--- config.mk ---
export PLATFORM = sky130hd
export DESIGN_NAME = ep0_autoxfer
export DESIGN_NICKNAME = d
export VERILOG_FILES = /design/src/core/ep0_pkg.sv /design/src/core/ep0_setup_if.sv /design/src/core/ep0_setup_store.sv /design/src/core/ep0_autoxfer.sv
export SDC_FILE = /design/constraint.sdc
export NUM_CORES = 1
export LEC_CHECK = 0
export BUFFER_PORTS_ARGS = -buffer_cell sky130_fd_sc_hd__buf_2
export CAP_MARGIN = 5
export CORE_ASPECT_RATIO = 0.75
export CORE_MARGIN = 2
export CORE_UTILIZATION = 59
export DETAILED_ROUTE_END_ITERATION = 8
export HOLD_SLACK_MARGIN = 0.15
export PLACE_DENSITY = 0.81
export SLEW_MARGIN = 10
export SYNTH_ARGS = -nofsm -noshare
export SYNTH_HDL_FRONTEND = slang
export SYNTH_SLANG_ARGS = --single-unit
--- constraint.sdc ---
create_clock -name ref_clk -period 3.9 [get_ports ref_clk]
set_clock_uncertainty 0.15 [all_clocks]
set_input_delay 0.39 -clock ref_clk [delete_from_list [all_inputs] [get_ports ref_clk]]
set_output_delay 0.39 -clock ref_clk [all_outputs]
set_load 0.05 [all_outputs]
--- src/core/ep0_pkg.sv ---
package ep0_pkg;
    localparam int PKT_MAX          = 64;
    localparam int SETUP_BYTES      = 8;
    localparam logic [2:0] LEN_LOW_IDX  = 3'h6;
    localparam logic [2:0] LEN_HIGH_IDX = 3'h7;
    localparam logic [15:0] PTR_RESET   = 16'h0000;
    localparam logic [6:0] PKT_MAX_CNT  = 7'h40;
    localparam int RAM_LATENCY      = 1;
endpackage

--- src/core/ep0_setup_if.sv ---
`timescale 1ns/1ps
interface ep0_setup_if;
    logic       wr;
    logic [2:0] idx;
    logic [7:0] data;
    logic [15:0] req_len;
    logic       done;
    modport store (input wr, input idx, input data, output req_len,
                   output done);
    modport user  (output wr, output idx, output data, input req_len,
                   input done);
endinterface

--- src/core/ep0_setup_store.sv ---
`timescale 1ns/1ps
module ep0_setup_store (
    input  wire logic    ref_clk,
    input  wire logic    rst,
    input  wire logic    clk_en,
    ep0_setup_if.store   sif
);
    // setup_packet_ram: the eight setup bytes
    logic [7:0] setup_q [ep0_pkg::SETUP_BYTES];
    logic       done_q;

    always_ff @(posedge ref_clk or posedge rst) begin
        if (rst) begin
            for (int i = 0; i < ep0_pkg::SETUP_BYTES; i++) begin
                setup_q[i] <= 8'h00;
            end
            done_q <= 1'b0;
        end else if (clk_en) begin
            done_q <= sif.wr && (sif.idx == 3'h7);
            if (sif.wr) begin
                setup_q[sif.idx] <= sif.data;
            end
        end
    end

    // length bytes at positions 6 and 7
    assign sif.req_len = {setup_q[ep0_pkg::LEN_HIGH_IDX],
                          setup_q[ep0_pkg::LEN_LOW_IDX]};
    assign sif.done    = done_q;
endmodule

--- src/core/ep0_autoxfer.sv ---
`timescale 1ns/1ps
module ep0_autoxfer (
    input  wire logic        ref_clk,
    input  wire logic        rst,
    input  wire logic        clk_en,
    input  wire logic        setup_wr,
    input  wire logic [2:0]  setup_idx,
    input  wire logic [7:0]  setup_byte,
    output logic             setup_available_irq,
    input  wire logic        ptr_high_wr,
    input  wire logic        ptr_low_wr,
    input  wire logic [7:0]  fw_wdata,
    input  wire logic        handshake_nak_bit_clear_wr,
    output logic             handshake_nak_bit,
    output logic [15:0]      setup_data_pointer,
    output logic [15:0]      ram_addr,
    output logic             ram_rd,
    input  wire logic [7:0]  ram_rdata,
    output logic             in_wr,
    output logic [5:0]       in_idx,
    output logic [7:0]       in_data,
    output logic             in_arm,
    output logic [6:0]       ep_zero_in_byte_count,
    input  wire logic        in_ack,
    input  wire logic        in_fail,
    input  wire logic        out_pkt,
    input  wire logic [6:0]  out_cnt,
    input  wire logic        out_bc_wr,
    output logic             out_armed,
    input  wire logic        status_token,
    output logic             status_ack,
    output logic             status_nak,
    output logic             busy
);
    typedef enum logic [5:0] {
        S_IDLE = 6'b000001,
        S_LEN  = 6'b000010,
        S_FILL = 6'b000100,
        S_SEND = 6'b001000,
        S_WAIT = 6'b010000,
        S_STAT = 6'b100000
    } state_t;

    state_t      st_q, st_d;
    logic [7:0]  setup_pointer_high, setup_pointer_low;
    logic        handshake_nak_bit_q;
    logic [15:0] remain_q, base_q, rx_cnt_q;
    logic [6:0]  fill_q, pkt_len_q;
    logic        zlp_q, rd_q, irq_q, armed_q, wr_q;
    logic [15:0] ptr_w, min_w;
    logic [6:0]  chunk_w;
    logic        last_w, fill_done_w, out_done_w;

    ep0_setup_if sif ();
    assign sif.wr   = setup_wr;
    assign sif.idx  = setup_idx;
    assign sif.data = setup_byte;
    ep0_setup_store u_store (
        .ref_clk (ref_clk),
        .rst     (rst),
        .clk_en  (clk_en),
        .sif     (sif)
    );

    function automatic logic [15:0] min16(input logic [15:0] a,
                                          input logic [15:0] b);
        return (a < b) ? a : b;
    endfunction

    function automatic logic [6:0] chunk_of(input logic [15:0] left);
        return (left > 16'(ep0_pkg::PKT_MAX_CNT))
               ? ep0_pkg::PKT_MAX_CNT : left[6:0];
    endfunction

    assign ptr_w       = {setup_pointer_high, setup_pointer_low};
    assign min_w       = min16(sif.req_len, {8'h00, ram_rdata});
    assign chunk_w     = chunk_of(remain_q);
    assign fill_done_w = (fill_q == pkt_len_q);
    assign last_w      = (remain_q == 16'h0000) && !zlp_q;
    assign out_done_w  = (rx_cnt_q >= sif.req_len);

    always_comb begin
        st_d = st_q;
        unique case (st_q)
            S_IDLE: if (ptr_low_wr) st_d = S_LEN;
            S_LEN:  if (!rd_q) st_d = S_FILL;
            S_FILL: if (fill_done_w && !rd_q) st_d = S_SEND;
            S_SEND: st_d = S_WAIT;
            S_WAIT: begin
                if (in_fail) st_d = S_SEND;
                else if (in_ack) st_d = last_w ? S_STAT : S_FILL;
            end
            S_STAT: if (status_token && !handshake_nak_bit_q) st_d = S_IDLE;
        endcase
    end

    always_ff @(posedge ref_clk or posedge rst) begin
        if (rst) begin
            st_q <= S_IDLE;
            setup_pointer_high <= ep0_pkg::PTR_RESET[15:8];
            setup_pointer_low  <= ep0_pkg::PTR_RESET[7:0];
            handshake_nak_bit_q   <= 1'b0;
            remain_q  <= 16'h0000;
            base_q    <= 16'h0000;
            fill_q    <= 7'h00;
            pkt_len_q <= 7'h00;
            zlp_q     <= 1'b0;
            rd_q      <= 1'b0;
            irq_q     <= 1'b0;
            rx_cnt_q  <= 16'h0000;
            armed_q   <= 1'b0;
            wr_q      <= 1'b0;
        end else if (clk_en) begin
            st_q  <= st_d;
            irq_q <= sif.done;
            if (ptr_high_wr) setup_pointer_high <= fw_wdata;
            if (ptr_low_wr)  setup_pointer_low  <= fw_wdata;
            // set wins over firmware clear: a new setup re-naks
            if (sif.done) handshake_nak_bit_q <= 1'b1;
            else if (handshake_nak_bit_clear_wr) handshake_nak_bit_q <= 1'b0;
            wr_q <= 1'b0;
            rd_q <= 1'b0;
            if (st_q == S_IDLE && ptr_low_wr) begin
                base_q <= {setup_pointer_high, fw_wdata};
                rd_q   <= 1'b1;
            end
            // length byte stands one cycle after the read strobe
            if (st_q == S_LEN && !rd_q) begin
                remain_q  <= min_w;
                // descriptor shorter than asked and packet-aligned
                zlp_q <= (min_w < sif.req_len)
                         && (min_w[5:0] == 6'h00);
                fill_q    <= 7'h00;
                pkt_len_q <= chunk_of(min_w);
            end
            if (st_q == S_WAIT && in_ack) begin
                if (remain_q == 16'h0000) zlp_q <= 1'b0;
                fill_q    <= 7'h00;
                pkt_len_q <= chunk_w;
            end
            if (st_q == S_FILL && !fill_done_w && !rd_q) begin
                rd_q <= 1'b1;
            end
            if (st_q == S_FILL && rd_q) begin
                wr_q     <= 1'b1;
                fill_q   <= fill_q + 7'h01;
                base_q   <= base_q + 16'h0001;
            end
            if (st_q == S_SEND && fill_q == pkt_len_q) begin
                remain_q <= remain_q - 16'(pkt_len_q);
            end
            // keep remaining count stable across resends
            if (st_q == S_WAIT && in_fail) begin
                remain_q <= remain_q + 16'(pkt_len_q);
            end
            if (sif.done) rx_cnt_q <= 16'h0000;
            else if (out_pkt) rx_cnt_q <= rx_cnt_q + 16'(out_cnt);
            if (out_pkt) armed_q <= 1'b0;
            else if (out_bc_wr || sif.done) armed_q <= 1'b1;
        end
    end

    // first packet length is set when the length read completes
    assign setup_data_pointer    = ptr_w;
    assign handshake_nak_bit     = handshake_nak_bit_q;
    assign setup_available_irq   = irq_q;
    assign ram_addr              = base_q;
    assign ram_rd                = rd_q;
    assign in_wr                 = wr_q;
    assign in_idx                = fill_q[5:0] - 6'h01;
    assign in_data               = ram_rdata;
    assign in_arm                = (st_q == S_SEND);
    assign ep_zero_in_byte_count = pkt_len_q;
    assign out_armed             = armed_q;
    assign busy                  = (st_q != S_IDLE);
    // status answered by hardware once nak released and data done
    assign status_ack = status_token && !handshake_nak_bit_q
                        && ((st_q == S_STAT)
                            || (st_q == S_IDLE && out_done_w));
    assign status_nak = status_token && !status_ack;

    AST_NAK_HOLDS: assert property (
        @(posedge ref_clk) disable iff (rst)
        handshake_nak_bit_q |-> !status_ack)
        else $error("status acked while nak bit set");
    AST_IRQ_AFTER_SETUP: assert property (
        @(posedge ref_clk) disable iff (rst)
        clk_en && sif.done |=> irq_q)
        else $error("setup interrupt missing");
    AST_START: assert property (
        @(posedge ref_clk) disable iff (rst)
        clk_en && st_q == S_IDLE && ptr_low_wr |=> st_q == S_LEN)
        else $error("low pointer write did not start transfer");
    AST_PKT_MAX: assert property (
        @(posedge ref_clk) disable iff (rst)
        pkt_len_q <= ep0_pkg::PKT_MAX_CNT)
        else $error("packet longer than 64");
    AST_RETRY: assert property (
        @(posedge ref_clk) disable iff (rst)
        clk_en && st_q == S_WAIT && in_fail |=> st_q == S_SEND)
        else $error("failed packet not resent");
    AST_PTR_HIGH: assert property (
        @(posedge ref_clk) disable iff (rst)
        clk_en && ptr_high_wr |=> setup_pointer_high == $past(fw_wdata))
        else $error("pointer high not written");
    AST_REARM: assert property (
        @(posedge ref_clk) disable iff (rst)
        clk_en && out_bc_wr && !out_pkt |=> armed_q)
        else $error("out endpoint not re-armed");
    AST_STATUS_END: assert property (
        @(posedge ref_clk) disable iff (rst)
        clk_en && st_q == S_STAT && status_ack |=> st_q == S_IDLE)
        else $error("status stage did not close");
endmodule

Word level (Yosys, flattened, before mapping)
Cells that the tools add are included.
Widths: inputs -> output; s select.
- word-level logic and storage cells: 131
- memories kept: 0
- latch bits: 0
- output and inout port bits: 62
- memory bits (read-only): 0
- input port bits: 46
- bits in writable memories: 0
- flip-flop bits (word level): 155
- div/mod/pow operators: 0
- order comparisons: 7
- bitwise gates (word level): 1
- add/sub/neg operators: 6
- $mul: 0
- equality and inequality tests: 14
- reductions and logical operators: 44
- multiplexer cells: 36
- shifts and indexed selects: 0
- operators by type and width (operator ; number):
    $mux 16 ; 8
    $bwmux 64 ; 1
    $mux 7 ; 7
    $mux 6 ; 7
    $pmux 6 s6 ; 1
    $add 16x7->16 ; 2
    $gt 16x7->1 const B ; 2
    $demux 8 s3 ; 1
    $reduce_and 2->1 ; 10
    $logic_and 1x1->1 ; 17
    $add 16x1->16 const B ; 1
    $ge 16x16->1 ; 1
    $logic_not 16->1 ; 1
    $lt 16x16->1 ; 1
    $lt 16x8->1 ; 1
    $sub 16x7->16 ; 1
    $mux 1 ; 10
    $reduce_bool 2->1 ; 5
    $mux 8 ; 1
    $ne 2x2->1 const B ; 4
    $add 7x1->7 const B ; 1
    $eq 7x7->1 ; 1
    $eq 6x1->1 const B ; 1
    $eq 6x2->1 const B ; 1
    16 further kinds ; 22

Longest topological paths before layout
Gate-level depths: netlist of run 1.
- depth in word-level cells: 7
- mapped depth: 14
- mapped depth without buffers: 14

Hierarchy
From an unflattened synthesis of run 1, not the netlist that was laid out.
- cells, all modules: 837
- area total of the unflattened synthesis: 7559.8 µm²
- modules (own cells, without submodules) (module ; cells an instance ; instances ; area an instance (µm²)):
    ep0_autoxfer ; 797 ; 1 ; 6869.1
    ep0_setup_store ; 40 ; 1 ; 690.7

Worst setup path after synthesis of run 1
Ideal clock, no wire load.
- kind: input-to-reg
- start point: in ram_rdata[5]
- end point: reg zlp_q
- stages: 12
- library setup time: 0.065 ns
- setup slack: 0.501 ns
- required time: 3.685 ns
- path buffers: 1
- data arrival time: 3.184 ns
- cell sequence: inv_1 ha_1 a211oi_1 o211ai_1 a211oi_2 buf_2 mux2i_1 ha_1 or4b_2 a211o_1 a21oi_1 a22o_1
- word-level cells in the longest chain between the ends: 7
- ends and longest elaborated chain (what ; RTL line ; text):
    start: declaration ; ep0_autoxfer.sv:18 ; input wire logic [7:0] ram_rdata,
    $lt 16x8->1 ; ep0_autoxfer.sv:67 ; return (a < b) ? a : b;
    $mux 16 * ; ep0_autoxfer.sv:67 ;
    $lt 16x16->1 or $logic_not 6->1 (tied branches) ; ep0_autoxfer.sv:131, ep0_autoxfer.sv:132 ;
    $logic_and 1x1->1 * ; ep0_autoxfer.sv:132 ; && (min_w[5:0] == 6'h00);
    $mux 1 * ; ep0_autoxfer.sv:128 ; if (st_q == S_LEN && !rd_q) begin
    $mux 1 ; ep0_autoxfer.sv:137 ; if (remain_q == 16'h0000) zlp_q <= 1'b0;
    $mux 1 * ; ep0_autoxfer.sv:136 ; if (st_q == S_WAIT && in_ack) begin
    end signal: assignment ; ep0_autoxfer.sv:131 ; zlp_q <= (min_w < sif.req_len)
    end: declaration ; ep0_autoxfer.sv:49 ; logic zlp_q, rd_q, irq_q, armed_q, wr_q;
Mark *: on every way between the ends. The rest lies on a longest branch, timed or not.
A chain may end at the register's enable or synchronous reset.

Final worst setup path of run 1
- start point: reg u_store.setup_q (netlist bit u_store.sif.req_len[5])
- end point: reg zlp_q
- word-level cells in the longest chain between the ends: 7
- ends and longest elaborated chain (what ; RTL line ; text):
    start: declaration ; ep0_setup_store.sv:9 ; logic [7:0] setup_q [ep0_pkg::SETUP_BYTES];
    start signal: indexed assignment ; ep0_setup_store.sv:21 ; setup_q[sif.idx] <= sif.data;
    $lt 16x8->1 ; ep0_autoxfer.sv:67 ;
    $mux 16 ; ep0_autoxfer.sv:67 ;
    $lt 16x16->1 or $logic_not 6->1 (tied branches) ; ep0_autoxfer.sv:131, ep0_autoxfer.sv:132 ;
    $logic_and 1x1->1 * ; ep0_autoxfer.sv:132 ;
    $mux 1 * ; ep0_autoxfer.sv:128 ;
    $mux 1 ; ep0_autoxfer.sv:137 ;
    $mux 1 * ; ep0_autoxfer.sv:136 ;
Marked as above.

==> results of run 1 <==
==> stage by stage <==
| step | utilization (%) | instance area [sq um] | hold slack (ns) | setup WS (ns) | total power [W] |
|---|---|---|---|---|---|
| after floorplan | - | 7530 | 0.324 | 0.501 | 0.00423 |
| after global placement | 66.3 | 8190 | 0.317 | 0.462 | 0.00498 |
| after detailed placement | 66.3 | 8190 | 0.318 | 0.406 | 0.00506 |
| after CTS | 70.1 | 8660 | 0.153 | 0.523 | 0.00616 |
| after global routing | 70.1 | 8660 | 0.160 | 0.213 | 0.00664 |
| final | 70.1 | 8660 | 0.159 | 0.488 | 0.00621 |
==> kinds of logic after synthesis <==
kind of cell	after synthesis	synth area share [%]
DFF	107	35.6
muxes	49	7.04
xor gates and xnor gates	20	2.33
buffers and inverters	104	5.73
adders and majority gates	57	9.77
AOI/OAI and AO/OA	227	20.4
and+or+nand+nor	282	19.1
==> cell usage after synthesis, types with 3 or more instances <==
library cell and n:
nor2b_1 3, nor3_1 22, buf_2 3, o211ai_1 3, nor2_1 53, o221ai_1 8, o21ai_0 52, ha_1 54
o21a_1 4, or4_1 9, a21o_1 18, inv_1 60, xnor2_1 8, a2111oi_0 3, or3_1 9, nor4_1 10
nand3_1 31, o21ba_2 3, or2_2 7, clkbuf_1 31, nand4_1 12, o2111ai_1 4, dfrtp_1 106, a31oi_1 11
mux2_2 32, a211oi_1 7, nand2b_1 9, nand2_1 80, fa_1 3, a21oi_1 44, o22ai_1 9, xor2_1 12
mux2i_1 17, a32oi_1 11, nor3b_1 4, buf_4 8, nand3b_1 4, and3_1 12, o31ai_1 11, a22o_1 8
o32ai_1 3
==> flip-flops by register name, summed over array words and instances, names as in the netlist, 6 cells and up <==
signal / count
ep_zero_in_byte_count: 7
rx_cnt_q: 16
fill_q: 7
ram_addr: 16
setup_pointer_low: 8
setup_pointer_high: 8
u_store.sif.req_len: 16
st_q: 6
remain_q: 16
==> per-layer routing <==
layer | global-route usage, % | routed length (microns) | vias to the layer above
met5 | 0 | 0 | -
met4 | 7.69 | 278 | 0
met3 | 6.10 | 1660 | 32
met2 | 48.4 | 9240 | 315
met1 | 44.8 | 9300 | 3380
li1 | - | - | 3338
==> power groups by stage <==
stage	clock network (W)	logic (W)	registers [W]
floorplan	0	0.00201	0.00223
global placement	0	0.00313	0.00185
detailed placement	0	0.00320	0.00186
CTS	0.00109	0.00323	0.00184
global route	0.00113	0.00360	0.00191
finish	0.00108	0.00327	0.00186
==> worst max-delay path, stage by stage, from the launching register on <==
cell and delay, ns:
dfrtp_1 0.41, ha_1 0.32, a211oi_1 0.22, o211ai_1 0.14, a211oi_2 0.43, buf_4 0.28
mux2i_1 0.27, ha_1 0.29, a21o_1 0.16, a21o_1 0.17, a21oi_1 0.15, o211ai_1 0.09
a21oi_1 0.14, a22o_1 0.13
==> final timing paths <==
kind / start / endpoint / slack (ns) / cells past startpoint
setup / recovery: u_store.sif.req_len[5]$_DFFE_PP0P_ / zlp_q$_DFFE_PP0P_ / 0.49 / 13
hold / removal: fw_wdata[6] / setup_pointer_high[6]$_DFFE_PP0P_ / 0.16 / 2
setup reg to reg: u_store.sif.req_len[5]$_DFFE_PP0P_ / zlp_q$_DFFE_PP0P_ / 0.49 / 13
hold reg to reg: setup_available_irq$_DFFE_PP0P_ / setup_available_irq$_DFFE_PP0P_ / 0.34 / 1
max in group asynchronous: rst / remain_q[1]$_DFFE_PP0P_ / 2.11 / 4
min in group asynchronous: rst / setup_available_irq$_DFFE_PP0P_ / 0.65 / 3
==> cell type report <==
cell class / instances / area, sq um
repair buffers: 134 / 768
multi-input cells: 635 / 4420
clock inverters: 6 / 121
inverters: 61 / 231
flip-flops and latches: 107 / 2680
well taps: 166 / 208
fillers: 1016 / 3690
clock buffers: 10 / 229
==> results.txt, run 1 <==
Combinational share of power = 52.7%
Ratio of cells with drive above 1 in the final layout = 20.0%
DR vias/cell = 6.31
Internal power = 0.00322 W
Clock Sinks = 107
Global-route wire length before repair = 33,700 microns
Via count = 7,065
Syn-to-layout area delta = 15.0%
Gate Count Post-Synth = 846
CTS H-Tree Depth = 3
Relative slew margins = 20.8%
Most used cells in the layout excluding fill and tap cells = buf_2 (107), dfrtp_1 (106), nand2_1 (80)
Fin Setup TNS = 0 ns
Final cell count without fillers = 1,119
Chip height = 102 microns
Synth top area share = 35.2%
Cts-stage hold buffer count = 12
Status = complete, no violations
Placed cells = 1,091
Pwr dens = 717 nW/um^2
Number of max-cap violations = 0
Crit Path Class = register to register
CTS tree = done
Total gr overflow = 0
Die area = 13,700 sq um
Antenna-violating nets left = 0
Ys flop type = dfrtp_1
Hpwl dp = 15,100 microns
DRC = 0
Mean Syn Cell Area = 8.90 sq um
Worst setup SP type = register
Clock slew at reported path FFs = 0.08 ns
Largest net degree at the start of global routing = 79
Max Fclk = 293 MHz
Synth area leaders = dfrtp_1 (35%), ha_1 (9.0%), mux2_2 (4.8%)
Switch share = 48.2%
WP data required = 4.04 ns
Clk network pwr share = 17.4%
Max Buffers Root-to-Sink = 2
Number of synthesized flops with an enable pin = 0
Syn nets = 949
Vias in the first global route = 6,677
Yosys warnings = 0
Post-CTS Setup Inserts = 0
Cts repair resizes = 0
Post-Syn Area = 7530 sq um
Final GP Congestion = 0.964
# diodes = 0
Final #Nets = 1,051
Worst Path Arrival = 3.56 ns
CP Max Fanout = 11
Min Tclk post-route = 3.41 ns
Final Cycle Share = 87.5%
Worst skew pair latency = 0.36 ns
Final hold vios = 0
Net Sw Power = 0.00299 W
Synth cell types = 77
Initial core utilization = 61.0%
Final number of setup-violating endpoints = 0
HP Class = primary input to register
I/O pins = 108
Wire per inst = 18.3 microns
Core area = 12,300 sq um
Maximum vdd drop = 0.436 mV
Commonest non-fill, non-tap cell in the layout = buf_2
IO buf count = 107
Post-Route WL = 20,500 microns
Crit end category = register
Unrepaired setup endpoints after global routing = no
Initial antenna violation count = 0
Flop pwr share = 29.9%
Clk root buf = clkbuf_16
Drt pass-1 iters = 5
Total GRT Usage = 31.0%
Rows = 35
Ys async rst share = 100%
Sequential area share after synthesis = 35.6%
Die X = 134 microns
Detailed Route Iter0 Violations = 701
Slew at the pin closest to its max-slew limit = 1.17 ns
Leakage power = 4.03 nW
Num CTS Buffers = 9
Area leader, netlist = dfrtp_1
Pins Over Slew Limit = 0
Synthesis-stage register bit count = 107
No activity file was read; power rests on OpenSTA's default activity.
==> inputs of run 2 (changes only) <==
--- a/config.mk
+++ b/config.mk
@@ -7,7 +7,7 @@
 export LEC_CHECK = 0
 export BUFFER_PORTS_ARGS = -buffer_cell sky130_fd_sc_hd__buf_2
 export CAP_MARGIN = 5
-export CORE_ASPECT_RATIO = 0.75
+export CORE_ASPECT_RATIO = 0.9
 export CORE_MARGIN = 2
 export CORE_UTILIZATION = 59
 export DETAILED_ROUTE_END_ITERATION = 8
==> run 2 against run 1 <==
  * Global-route usage is 0.59 points lower
  * Combinational power hardly changed
  * Total power is 1.8% lower
  * Core utilization is 1.6 points lower
  * Worst setup slack worse by 0.076 ns
==> results.txt, run 2 (same netlist as run 1, synthesis figures left out) <==
Status = complete, no violations (unchanged)
Worst Path Arrival = 3.63 ns (was 3.56 ns)
Initial antenna violation count = 0 (unchanged)
Final number of setup-violating endpoints = 0 (unchanged)
Crit end category = register (unchanged)
Max Fclk = 287 MHz (was 293 MHz)
Antenna-violating nets left = 0 (unchanged)
Overall power = 0.00610 W (was 0.00621 W)
Unrepaired setup endpoints after global routing = no (unchanged)
Rows = 39 (was 35)
Pins Over Slew Limit = 0 (unchanged)
Ratio of cells with drive above 1 in the final layout = 20.1% (was 20.0%)
WP buf/inv = 0 (was 1)
Cts repair resizes = 0 (unchanged)
CP most frequent cell = ha_1
Met2 wire len = 9300 microns (was 9240 microns)
Max Buffers Root-to-Sink = 2 (unchanged)
Dpl ws = 0.310 ns (was 0.406 ns)
WP data required = 4.05 ns (was 4.04 ns)
Total gr overflow = 0 (unchanged)
Worst setup SP type = register (unchanged)
Largest net degree at the start of global routing = 82 (was 79)
Via count = 7,116 (was 7,065)
WL met1 = 8490 microns (was 9300 microns)
Relative slew margins = 29.0% (was 20.8%)
I/O pins = 108 (unchanged)
Worst path cell trace = ha_1 -> a211oi_1 -> o211ai_1 -> a211oi_2 -> mux2i_1 -> ha_1 -> or4b_2 -> a211o_1 -> a21oi_1 -> a22o_1 (was ha_1 -> a211oi_1 -> o211ai_1 -> a211oi_2 -> buf_4 -> mux2i_1 -> ha_1 -> a21o_1 -> a21o_1 -> a21oi_1 -> o211ai_1 -> a21oi_1 -> a22o_1)
Met3 WL post-DR = 1760 microns (was 1660 microns)
Min Tclk post-route = 3.49 ns (was 3.41 ns)
DR vias/cell = 6.37 (was 6.31)
HP Class = primary input to register (unchanged)
Leakage power = 4.01 nW (was 4.03 nW)
Crit Path Class = register to register (unchanged)
Wire per inst = 18.0 microns (was 18.3 microns)
CP top delay family = compound AO/OA/AOI/OAI gates (unchanged)
Total GRT Usage = 30.4% (was 31.0%)
Worst hold margin = 0.164 ns (was 0.159 ns)
Slew at the pin closest to its max-slew limit = 1.05 ns (was 1.17 ns)
Clock Sinks = 107 (unchanged)
Slowest cell on the critical path = or4b_2 (was a211oi_2)
Final hold vios = 0 (unchanged)
Clock slew at reported path FFs = 0.08 ns (about the same)
Post-Route WL = 20,100 microns (was 20,500 microns)
Vias in the first global route = 6,787 (was 6,677)
Most used cells in the layout excluding fill and tap cells = buf_2 (107), dfrtp_1 (106), nand2_1 (80) (unchanged)
Pwr dens = 707 nW/um^2 (was 717 nW/um^2)
Max layer used = met4 (unchanged)
CP Max Fanout = 5 (was 11)
Detailed Route Iter0 Violations = 756 (was 701)
Final WS setup = 0.412 ns (was 0.488 ns)
Final GP Congestion = 0.926 (was 0.964)
Die X = 123 microns (was 134 microns)
Final #Nets = 1,051 (unchanged)
Post-layout util = 68.5% (was 70.1%)
Number of max-cap violations = 0 (unchanged)
Maximum vdd drop = 0.318 mV (was 0.436 mV)
Worst skew pair latency = 0.36 ns (about the same)
Syn-to-layout area delta = 14.5% (was 15.0%)
Initial core utilization = 59.8% (was 61.0%)
Num CTS Buffers = 9 (unchanged)
Post-CTS Setup Inserts = 0 (unchanged)
Cts-stage hold buffer count = 12 (unchanged)
Fin Setup TNS = 0 ns (unchanged)
Final Cycle Share = 89.4% (was 87.5%)
IO buf count = 107 (unchanged)
Commonest non-fill, non-tap cell in the layout = buf_2 (unchanged)
Drt pass-1 iters = 5 (unchanged)
DRC = 0 (unchanged)
Hpwl dp = 14,600 microns (was 15,100 microns)
Chip height = 111 microns (was 102 microns)
Core area = 12,600 sq um (was 12,300 sq um)
CTS tree = done (unchanged)
CTS H-Tree Depth = 3 (unchanged)
Crit-path max cell delay = 0.66 ns (was 0.43 ns)
Clk root buf = clkbuf_16 (unchanged)
# diodes = 0 (unchanged)
Global-route wire length before repair = 33,000 microns (was 33,700 microns)
Filler cells = 1,030 (was 1,016)
Die area = 13,700 sq um (about the same)
## run 2: power breakdown
part	leakage, nW	switching, W	internal [W]
logic	2.50	0.00211	0.00115
registers	1.36	0.000446	0.00142
clock network	0.153	0.000457	0.000516
total	4.01	0.00302	0.00308
## run 2: area by class of cell
type / count / area [sq um] / area share, %
clock buffer: 9 / 225 / 2.61
clock inverter: 7 / 93.8 / 1.09
inverter: 61 / 231 / 2.68
multi-input combinational: 635 / 4420 / 51.3
sequential: 107 / 2680 / 31.1
tap: 164 / 205 / 2.38
timing repair buffer: 134 / 768 / 8.91
## run 2: path summary, 6_finish.rpt
path,start,to,slack [ns],depth (start not counted)
max,u_store.sif.req_len[5]$_DFFE_PP0P_,zlp_q$_DFFE_PP0P_,0.41,10
min,fw_wdata[5],setup_pointer_high[5]$_DFFE_PP0P_,0.16,2
max reg2reg,u_store.sif.req_len[5]$_DFFE_PP0P_,zlp_q$_DFFE_PP0P_,0.41,10
min reg2reg,out_armed$_DFFE_PP0P_,out_armed$_DFFE_PP0P_,0.35,1
max in group asynchronous,rst,u_store.sif.req_len[2]$_DFFE_PP0P_,2.13,4
min in group asynchronous,rst,setup_pointer_low[0]$_DFFE_PP0P_,0.68,3
## run 2: routing by layer
metal / vias up / track usage (%)
met4: 0 / 12.3
met2: 366 / 46.4
met5: - / 0
met3: 54 / 6.94
li1: 3334 / -
met1: 3362 / 41.6
## run 2: through the flow
stage | instances | cell area, sq um
after global placement | 1089 | 8180
after detailed placement | 1089 | 8180
after floorplan | 846 | 7530
final | 1117 | 8620
after CTS | 1117 | 8620
after global routing | 1117 | 8620
